`config.mk`:
```
export PLATFORM = sky130hd
export DESIGN_NAME = bcm_comms_module_flat
export DESIGN_NICKNAME = d
export VERILOG_FILES = /design/src/common/bcm_pkg.sv /design/src/common/bcm_if.sv /design/src/rtl/bcm_comms_module.sv /design/src/flat_wrapper.sv
export SDC_FILE = /design/constraint.sdc
export NUM_CORES = 1
export LEC_CHECK = 0
export BUFFER_PORTS_ARGS = -buffer_cell sky130_fd_sc_hd__buf_2
export CORE_AREA = 2 2 425 427
export DETAILED_ROUTE_END_ITERATION = 10
export DIE_AREA = 0 0 427 429
export HOLD_SLACK_MARGIN = 0.15
export MAX_ROUTING_LAYER = met4
export SLEW_MARGIN = 20
export SYNTH_ARGS = -nofsm -noshare
export SYNTH_HDL_FRONTEND = slang
export SYNTH_SLANG_ARGS = --single-unit
```
`constraint.sdc`:
```
create_clock -name ref_clk -period 5.5 [get_ports ref_clk]
set_input_delay 0.275 -clock ref_clk [delete_from_list [all_inputs] [get_ports ref_clk]]
set_output_delay 0.275 -clock ref_clk [all_outputs]
set_load 0.05 [all_outputs]
```
`src/common/bcm_pkg.sv`:
```
package bcm_pkg;
  // ------------------------------------------------------------
  // Device numbers and global data windows
  // ------------------------------------------------------------
  localparam int DEV_W = 5;
  localparam logic [5:0] DEV_LIMIT = 6'h20;
  localparam logic [4:0] WIN_FIRST_DEV = 5'h10;
  localparam logic [4:0] WIN_LAST_DEV = 5'h17;
  localparam logic [8:0] WIN_BITS = 9'h020;
  localparam logic [8:0] WIN_BASE_BIT = 9'h001;
  localparam int LEN_W = 9;
  localparam logic [8:0] LEN_MAX_ALL = 9'h100;
  localparam int NUM_WIN = 8;
  // ------------------------------------------------------------
  // Reset values
  // ------------------------------------------------------------
  localparam logic [4:0] RST_DEV = 5'h10;
  localparam logic [8:0] RST_TX_LEN = 9'h020;
  localparam logic [8:0] RST_RX_LEN = 9'h000;
  // ------------------------------------------------------------
  // Baud settings
  // ------------------------------------------------------------
  typedef enum logic [1:0] {
    BCM_RATE_STD,
    BCM_RATE_EXT,
    BCM_RATE_76K8,
    BCM_RATE_38K4
  } bcm_rate_e;
  localparam bcm_rate_e RST_RATE = BCM_RATE_STD;
  localparam logic [5:0] SLOW_RATE_MAX_STATIONS = 6'h10;
  // ------------------------------------------------------------
  // Command codes on the configuration port
  // ------------------------------------------------------------
  typedef enum logic [2:0] {
    BCM_CMD_DEV,
    BCM_CMD_RATE,
    BCM_CMD_TX_LEN,
    BCM_CMD_RX_LEN,
    BCM_CMD_DEFAULTS
  } bcm_cmd_e;

  // Largest length allowed at a device number; zero outside windows
  function automatic logic [8:0] max_len(input logic [4:0] dev);
    logic [8:0] k;
    k = 9'h000;
    if (dev >= WIN_FIRST_DEV && dev <= WIN_LAST_DEV) begin
      k = {4'h0, dev - WIN_FIRST_DEV};
      return LEN_MAX_ALL - (k << 5);
    end
    return 9'h000;
  endfunction

  // First global data bit of a window
  function automatic logic [8:0] win_start(input logic [4:0] dev);
    logic [8:0] k;
    k = {4'h0, dev - WIN_FIRST_DEV};
    return WIN_BASE_BIT + (k << 5);
  endfunction

  function automatic logic len_ok(input logic [4:0] dev, input logic [8:0] len);
    return (len[4:0] == 5'h00) && (len <= max_len(dev));
  endfunction
endpackage

```
`src/common/bcm_if.sv`:
```
`timescale 1ns/10ps
interface bcm_if;
  logic cfg_valid;
  bcm_pkg::bcm_cmd_e cfg_cmd;
  logic [4:0] cfg_dev;
  logic [8:0] cfg_value;
  logic cfg_ready;
  logic cfg_reject;
  logic run_mode;
  logic [4:0] token_now;
  logic tx_slot;
  logic [255:0] gd_out;
  logic [255:0] gd_in;
  logic gd_in_valid;

  modport dev (
    input cfg_valid, cfg_cmd, cfg_dev, cfg_value, run_mode, token_now, gd_out,
    output cfg_ready, cfg_reject, tx_slot, gd_in, gd_in_valid
  );
  modport host (
    output cfg_valid, cfg_cmd, cfg_dev, cfg_value, run_mode, token_now, gd_out,
    input cfg_ready, cfg_reject, tx_slot, gd_in, gd_in_valid
  );
endinterface

```
`src/rtl/bcm_comms_module.sv`:
```
`timescale 1ns/10ps
// Operation
// - Device number accepted in range 0..31
// - Device number sets token transmit position
// - Configurer assigns every module a number
// - Numbers 16..23 map to 32-bit windows
// - Max length 256 down to 32 bits
// - Long data claims following numbers' windows
// - Claimed numbers still fine for receive-only
// - Defaults: send 32 bits, receive none
// - Four selectable rates, same bus-wide
// - Default rate is 153.6k standard
// - Slowest rate allows sixteen stations at most; no check of this here
// - Configurer defines rate, number and lengths
// - Settings change only in stop mode
// - Stop mode broadcasts all-zero data
// - Run mode exchanges real data
// - Lengths are multiples of 32, zero none
module bcm_comms_module (
  input wire logic ref_clk,
  input wire logic rst_n,
  bcm_if.dev link,
  output logic [4:0] dev_num,
  output bcm_pkg::bcm_rate_e rate_sel,
  output logic rate_standard_option,
  output logic [8:0] tx_len,
  output logic [7:0] rx_enable,
  output logic [7:0] claimed,
  output logic [255:0] bus_tx_data,
  output logic bus_tx_valid,
  input wire logic [255:0] bus_rx_data,
  input wire logic [4:0] bus_rx_dev,
  input wire logic bus_rx_valid
);
  // ----------------------------------------------------------
  // Configuration storage
  // ----------------------------------------------------------
  logic [8:0] rx_len [bcm_pkg::NUM_WIN];
  logic accept;
  logic [2:0] rx_idx;
  logic [255:0] rx_mask;
  logic [255:0] gd_in_q;
  logic gd_in_valid_q;

  assign rx_idx = link.cfg_dev[2:0];
  assign link.cfg_ready = 1'b1;

  // Writes only in stop mode, so the bus never sees a half-applied setup
  always_comb begin
    accept = 1'b0;
    if (link.cfg_valid && !link.run_mode) begin
      unique case (link.cfg_cmd)
        bcm_pkg::BCM_CMD_DEV:
          accept = {1'b0, link.cfg_value[4:0]} < bcm_pkg::DEV_LIMIT
            && link.cfg_value[8:5] == 4'h0;
        bcm_pkg::BCM_CMD_RATE: accept = link.cfg_value[8:2] == 7'h00;
        bcm_pkg::BCM_CMD_TX_LEN: accept = bcm_pkg::len_ok(dev_num, link.cfg_value);
        bcm_pkg::BCM_CMD_RX_LEN:
          accept = link.cfg_dev != dev_num && !claimed[rx_idx]
            && link.cfg_dev >= bcm_pkg::WIN_FIRST_DEV
            && link.cfg_dev <= bcm_pkg::WIN_LAST_DEV
            && bcm_pkg::len_ok(link.cfg_dev, link.cfg_value);
        bcm_pkg::BCM_CMD_DEFAULTS: accept = 1'b1;
        default: accept = 1'b0;
      endcase
    end
  end

  always_ff @(posedge ref_clk) begin
    if (!rst_n) begin
      link.cfg_reject <= 1'b0;
    end else begin
      link.cfg_reject <= link.cfg_valid && !accept;
    end
  end

  // Defaults leave the number alone so the station keeps its bus slot
  always_ff @(posedge ref_clk) begin
    if (!rst_n) begin
      dev_num <= bcm_pkg::RST_DEV;
    end else if (accept && link.cfg_cmd == bcm_pkg::BCM_CMD_DEV) begin
      dev_num <= link.cfg_value[4:0];
    end
  end

  always_ff @(posedge ref_clk) begin
    if (!rst_n) begin
      rate_sel <= bcm_pkg::RST_RATE;
    end else if (accept && link.cfg_cmd == bcm_pkg::BCM_CMD_RATE) begin
      rate_sel <= bcm_pkg::bcm_rate_e'(link.cfg_value[1:0]);
    end else if (accept && link.cfg_cmd == bcm_pkg::BCM_CMD_DEFAULTS) begin
      rate_sel <= bcm_pkg::RST_RATE;
    end
  end

  always_ff @(posedge ref_clk) begin
    if (!rst_n) begin
      tx_len <= bcm_pkg::RST_TX_LEN;
    end else if (accept && link.cfg_cmd == bcm_pkg::BCM_CMD_TX_LEN) begin
      tx_len <= link.cfg_value;
    end else if (accept && link.cfg_cmd == bcm_pkg::BCM_CMD_DEFAULTS) begin
      tx_len <= bcm_pkg::RST_TX_LEN;
    end
  end

  always_ff @(posedge ref_clk) begin
    if (!rst_n) begin
      for (int i = 0; i < bcm_pkg::NUM_WIN; i++) begin
        rx_len[i] <= bcm_pkg::RST_RX_LEN;
      end
    end else if (accept && link.cfg_cmd == bcm_pkg::BCM_CMD_RX_LEN) begin
      rx_len[rx_idx] <= link.cfg_value;
    end else if (accept && link.cfg_cmd == bcm_pkg::BCM_CMD_DEFAULTS) begin
      for (int i = 0; i < bcm_pkg::NUM_WIN; i++) begin
        rx_len[i] <= bcm_pkg::RST_RX_LEN;
      end
    end
  end

  assign rate_standard_option = rate_sel == bcm_pkg::BCM_RATE_STD;

  // ----------------------------------------------------------
  // Window claims
  // ----------------------------------------------------------
  // A sender longer than one window claims the numbers after it
  always_comb begin
    logic [8:0] span;
    logic [8:0] lo;
    span = 9'h000;
    lo = 9'h000;
    claimed = 8'h00;
    for (int i = 0; i < bcm_pkg::NUM_WIN; i++) begin
      lo = bcm_pkg::win_start(bcm_pkg::WIN_FIRST_DEV + 5'(i));
      if (dev_num >= bcm_pkg::WIN_FIRST_DEV && dev_num <= bcm_pkg::WIN_LAST_DEV) begin
        span = bcm_pkg::win_start(dev_num);
        if (lo > span && lo < span + tx_len) begin
          claimed[i] = 1'b1;
        end
      end
    end
  end

  always_comb begin
    for (int i = 0; i < bcm_pkg::NUM_WIN; i++) begin
      rx_enable[i] = rx_len[i] != 9'h000;
    end
  end

  // ----------------------------------------------------------
  // Length masks
  // ----------------------------------------------------------
  // Bits past the configured length never reach the bus
  function automatic logic [255:0] len_mask(input logic [8:0] len);
    logic [255:0] m;
    m = 256'h0;
    for (int b = 0; b < 256; b++) begin
      m[b] = 9'(b) < len;
    end
    return m;
  endfunction

  logic [255:0] tx_mask;
  assign tx_mask = len_mask(tx_len);

  // ----------------------------------------------------------
  // Transmit path
  // ----------------------------------------------------------
  assign link.tx_slot = link.token_now == dev_num;

  always_ff @(posedge ref_clk) begin
    if (!rst_n) begin
      bus_tx_data <= 256'h0;
      bus_tx_valid <= 1'b0;
    end else begin
      bus_tx_valid <= link.tx_slot && tx_len != 9'h000;
      if (link.run_mode) begin
        bus_tx_data <= link.gd_out & tx_mask;
      end else begin
        bus_tx_data <= 256'h0;
      end
    end
  end

  // ----------------------------------------------------------
  // Receive path
  // ----------------------------------------------------------
  // Mask keeps only the sender's own configured window span
  always_comb begin
    logic [8:0] base;
    logic [8:0] pos;
    base = 9'h000;
    pos = 9'h000;
    rx_mask = 256'h0;
    if (bus_rx_dev >= bcm_pkg::WIN_FIRST_DEV && bus_rx_dev <= bcm_pkg::WIN_LAST_DEV) begin
      base = bcm_pkg::win_start(bus_rx_dev) - bcm_pkg::WIN_BASE_BIT;
      for (int b = 0; b < 256; b++) begin
        pos = 9'(b);
        rx_mask[b] = pos >= base && pos < base + rx_len[bus_rx_dev[2:0]];
      end
    end
  end

  always_ff @(posedge ref_clk) begin
    if (!rst_n) begin
      gd_in_q <= 256'h0;
      gd_in_valid_q <= 1'b0;
    end else begin
      gd_in_valid_q <= 1'b0;
      if (bus_rx_valid && link.run_mode && rx_mask != 256'h0) begin
        gd_in_q <= (gd_in_q & ~rx_mask) | (bus_rx_data & rx_mask);
        gd_in_valid_q <= 1'b1;
      end
    end
  end

  assign link.gd_in = gd_in_q;
  assign link.gd_in_valid = gd_in_valid_q;
endmodule

```
`src/flat_wrapper.sv`:
```
// flat-port wrapper written by rule: the top's interface ports become plain ports
module bcm_comms_module_flat 
  (ref_clk, rst_n, dev_num, rate_sel, rate_standard_option, tx_len, rx_enable, claimed, bus_tx_data, bus_tx_valid, bus_rx_data, bus_rx_dev, bus_rx_valid, link_cfg_valid, link_cfg_cmd, link_cfg_dev, link_cfg_value, link_run_mode, link_token_now, link_gd_out, link_cfg_ready, link_cfg_reject, link_tx_slot, link_gd_in, link_gd_in_valid);
  bcm_if link_i ();
  input wire logic ref_clk;
  input wire logic rst_n;
  output logic [4:0] dev_num;
  output bcm_pkg::bcm_rate_e rate_sel;
  output logic rate_standard_option;
  output logic [8:0] tx_len;
  output logic [7:0] rx_enable;
  output logic [7:0] claimed;
  output logic [255:0] bus_tx_data;
  output logic bus_tx_valid;
  input wire logic [255:0] bus_rx_data;
  input wire logic [4:0] bus_rx_dev;
  input wire logic bus_rx_valid;
  input wire logic [$bits(link_i.cfg_valid)-1:0] link_cfg_valid;
  input wire logic [$bits(link_i.cfg_cmd)-1:0] link_cfg_cmd;
  input wire logic [$bits(link_i.cfg_dev)-1:0] link_cfg_dev;
  input wire logic [$bits(link_i.cfg_value)-1:0] link_cfg_value;
  input wire logic [$bits(link_i.run_mode)-1:0] link_run_mode;
  input wire logic [$bits(link_i.token_now)-1:0] link_token_now;
  input wire logic [$bits(link_i.gd_out)-1:0] link_gd_out;
  output wire logic [$bits(link_i.cfg_ready)-1:0] link_cfg_ready;
  output wire logic [$bits(link_i.cfg_reject)-1:0] link_cfg_reject;
  output wire logic [$bits(link_i.tx_slot)-1:0] link_tx_slot;
  output wire logic [$bits(link_i.gd_in)-1:0] link_gd_in;
  output wire logic [$bits(link_i.gd_in_valid)-1:0] link_gd_in_valid;
  assign link_i.cfg_valid = link_cfg_valid;
  assign link_i.cfg_cmd = link_cfg_cmd;
  assign link_i.cfg_dev = link_cfg_dev;
  assign link_i.cfg_value = link_cfg_value;
  assign link_i.run_mode = link_run_mode;
  assign link_i.token_now = link_token_now;
  assign link_i.gd_out = link_gd_out;
  assign link_cfg_ready = link_i.cfg_ready;
  assign link_cfg_reject = link_i.cfg_reject;
  assign link_tx_slot = link_i.tx_slot;
  assign link_gd_in = link_i.gd_in;
  assign link_gd_in_valid = link_i.gd_in_valid;
  bcm_comms_module u_core (.ref_clk(ref_clk), .rst_n(rst_n), .link(link_i), .dev_num(dev_num), .rate_sel(rate_sel), .rate_standard_option(rate_standard_option), .tx_len(tx_len), .rx_enable(rx_enable), .claimed(claimed), .bus_tx_data(bus_tx_data), .bus_tx_valid(bus_tx_valid), .bus_rx_data(bus_rx_data), .bus_rx_dev(bus_rx_dev), .bus_rx_valid(bus_rx_valid));
endmodule
```
==> metrics <==
IO Pins=1094; Post-synth ARST share=0%; GRT Util Overall=20.37%; met3 routed WL=13.32 mm; post-layout util=23.47%; CP Class=register to register; slowest CP cell=fa_1; Routed WL per cell=27.85 µm; Chip Height=429 µm; crit-path max FO=8; worst-skew pair later-pin latency=0.72 ns; Starting Density=13.82%; worst min path class=input pin to register; hold_sp=bus_rx_dev[3]; ANT nets after route=0; Rows=155; first-pass GRT wire length=248.7 mm; CTS root buffer=clkbuf_16; total number of vias=29.51k; r2r setup slk=0.38 ns; highest metal used=met4; Fillers=19.39k; layout cell share with drive strength beyond 1=32.09%; M1 wire length=68.60 mm; Area Growth Syn to Fin=69.79%; deepest clock path buffer count=3; initial antenna violation count=49; WL met2=92.95 mm; # DRC=0; register bit total from synthesis=603; Avg Synthesized Cell Area=9.155 µm²; die span in x=427 µm; H-tree lvl count=3; Clock Skew=0.04598 ns; vias in the first global route=29.31k; maximum clock rate=195.1 MHz; clk sink count=603; DRT iter0 DRCs=2774; clock transition at the registers of the reported paths=0.06 ns; DRT Pass-1 Iters=6; Final Hold Fails=0; Die ar.=183200 µm²; routability cong.=0.9843; Top delay family on crit path=simple AND/OR/NAND/NOR gates; peak supply drop=225.7 µV; Yosys top cell area share=43.20%; CP endpoint kind=register; Pwr Density=285.0 nW/µm²; final setup fails=0; Num CTS Buffers=78; YS warnings=0; vias per cell=4.319; WP data arrival=5.78 ns; Syn Inst Count=2688; final WL=190.3 mm; Netlist Area Pre-Place=24610 µm²; R2R depth=13; total congestion overflow=0; TritonCTS clock tree=done; post-DP HPWL=153.1 mm; period utilization=93.17%; TNS Setup=0 ns; Worst Tran Pin Value=1.213 ns; core area=178000 µm²; most common cell in the synthesized netlist=dfxtp_1; FF-to-FF Start=u_core.rx_len[3][5]; leakage=0.01858 µW; MaxCap Viol Count=0; Final Max Slew Viols=0; synth cell count leaders=dfxtp_1 (531), a21oi_1 (393), nor2_1 (388), nand2_1 (307), mux2i_1 (240); input/output buffers=1091; area leader, netlist=dfxtp_1; Final nets=4947; status=finished, final reports clean; ranking of synthesized cells by area=dfxtp_1 (43%), mux2i_1 (9.8%), edfxtp_1 (8.8%); WP data required=6.15 ns; CP startpoint kind=register; worst rel slew slack=18.87%; RSZ-0062 raised after global routing=false; number of flops mapped to enable cells by yosys=72; Buf/Inv on CP=1; CP cell instances=mux4_2 > mux2_2 > ha_1 > fa_1 > or2_2 > or4_1 > o2111a_1 > a2111oi_2 > nand4_1 > nor4_4 > o311ai_1 > o41ai_1 > dlygate4sd3_1; Cell variety after synth=71; Crit. Startpoint=u_core.rx_len[3][5]; Hold Crit Depth=5; largest net degree at the start of global routing=196; ys flop type=dfxtp_1; Min Clock Period, post-route=5.124 ns; Seq/Total Area, Yosys=51.98%; Crit path largest cell delay=0.59 ns; Post-CTS Setup Repair Bufs=0
==> stage by stage <==
stage               hold slack, ns  std cells  total power (µW)  worst slack, ns  cell area, µm²
floorplan                   0.3888       2728              5344           0.5461           24760
global placement            0.4419       6111              6162           0.5940           33550
detailed placement          0.4468       6111              6169           0.5875           33560
CTS                         0.1809       6796             12020           0.4101           41690
global route                0.2515       6822             12260           0.1122           41760
finish                      0.2568       6832             11910           0.3756           41780
==> worst max path at each step <==
stage | endpoint | slack, ns | cells after the start
after global placement | register | 0.59 | 14
final | register | 0.38 | 13
after global routing | register | 0.11 | 15
after CTS | register | 0.41 | 15
after floorplan | register | 0.55 | 16
after detailed placement | register | 0.59 | 14
==> area by class of cell <==
class / count / area [µm²] / share of cell area [%]
antenna: 36 / 90.09 / 0.2156
clock buffer: 100 / 2155 / 5.157
clock inverter: 39 / 514.2 / 1.231
inverter: 13 / 56.30 / 0.1348
multi-input combinational: 1936 / 11430 / 27.37
sequential: 603 / 12800 / 30.63
tap: 2355 / 2947 / 7.052
timing repair buffer: 1750 / 11790 / 28.21
==> cells by family (layout without fill, tap and decap cells) <==
kind of cell,Yosys count,in the layout,share of synthesized area [%]
AOI/OAI and AO/OA,653,653,15.27
DFF,603,603,51.98
other,2,78,0.03052
xor gates and xnor gates,20,20,0.7118
adders and majority gates,21,21,1.098
buffers and inverters,189,1902,3.010
and+or+nand+nor,935,935,16.43
muxes,265,265,11.47
==> routing by layer <==
| layer | vias to the layer above | global-route usage (%) |
|---|---|---|
| met4 | 0 | 14.26 |
| met5 | - | - |
| met1 | 14357 | 21.48 |
| li1 | 12809 | - |
| met2 | 1833 | 34.11 |
| met3 | 507 | 3.974 |
==> repair_timing <==
item                      CTS  global route
hold buffers              546             0
gates resized for setup     0             0
hold endpoints to repair  558             0
==> where the power goes <==
part | switching, µW | internal, µW | leakage [µW]
Clock | 2330 | 3140 | 0.00129
Sequential | 48.1 | 4530 | 0.00498
Combinational | 1190 | 668 | 0.0123
==> placed cells by master, fill, tap and decap left out, types with 16 or more instances in the layout <==
cell,n
buf_2,1091
buf_4,112
o311a_1,21
clkbuf_16,78
edfxtp_1,72
nand2_1,305
nor3_1,24
ha_1,20
a31oi_1,24
and2_1,28
dfxtp_1,525
nand3_1,59
conb_1,42
o211a_1,26
nor2_1,371
diode_2,36
o21ai_0,106
nand4_1,16
and3_1,37
mux2i_1,240
a21oi_1,387
dlygate4sd3_1,546
==> worst min-delay path: stages <==
cell     delay [ns]
buf_2          0.11
nor2b_1        0.14
nand4_1        0.22
mux2i_1        0.10
nor2_1         0.07
(Power assumes the default switching activity.)
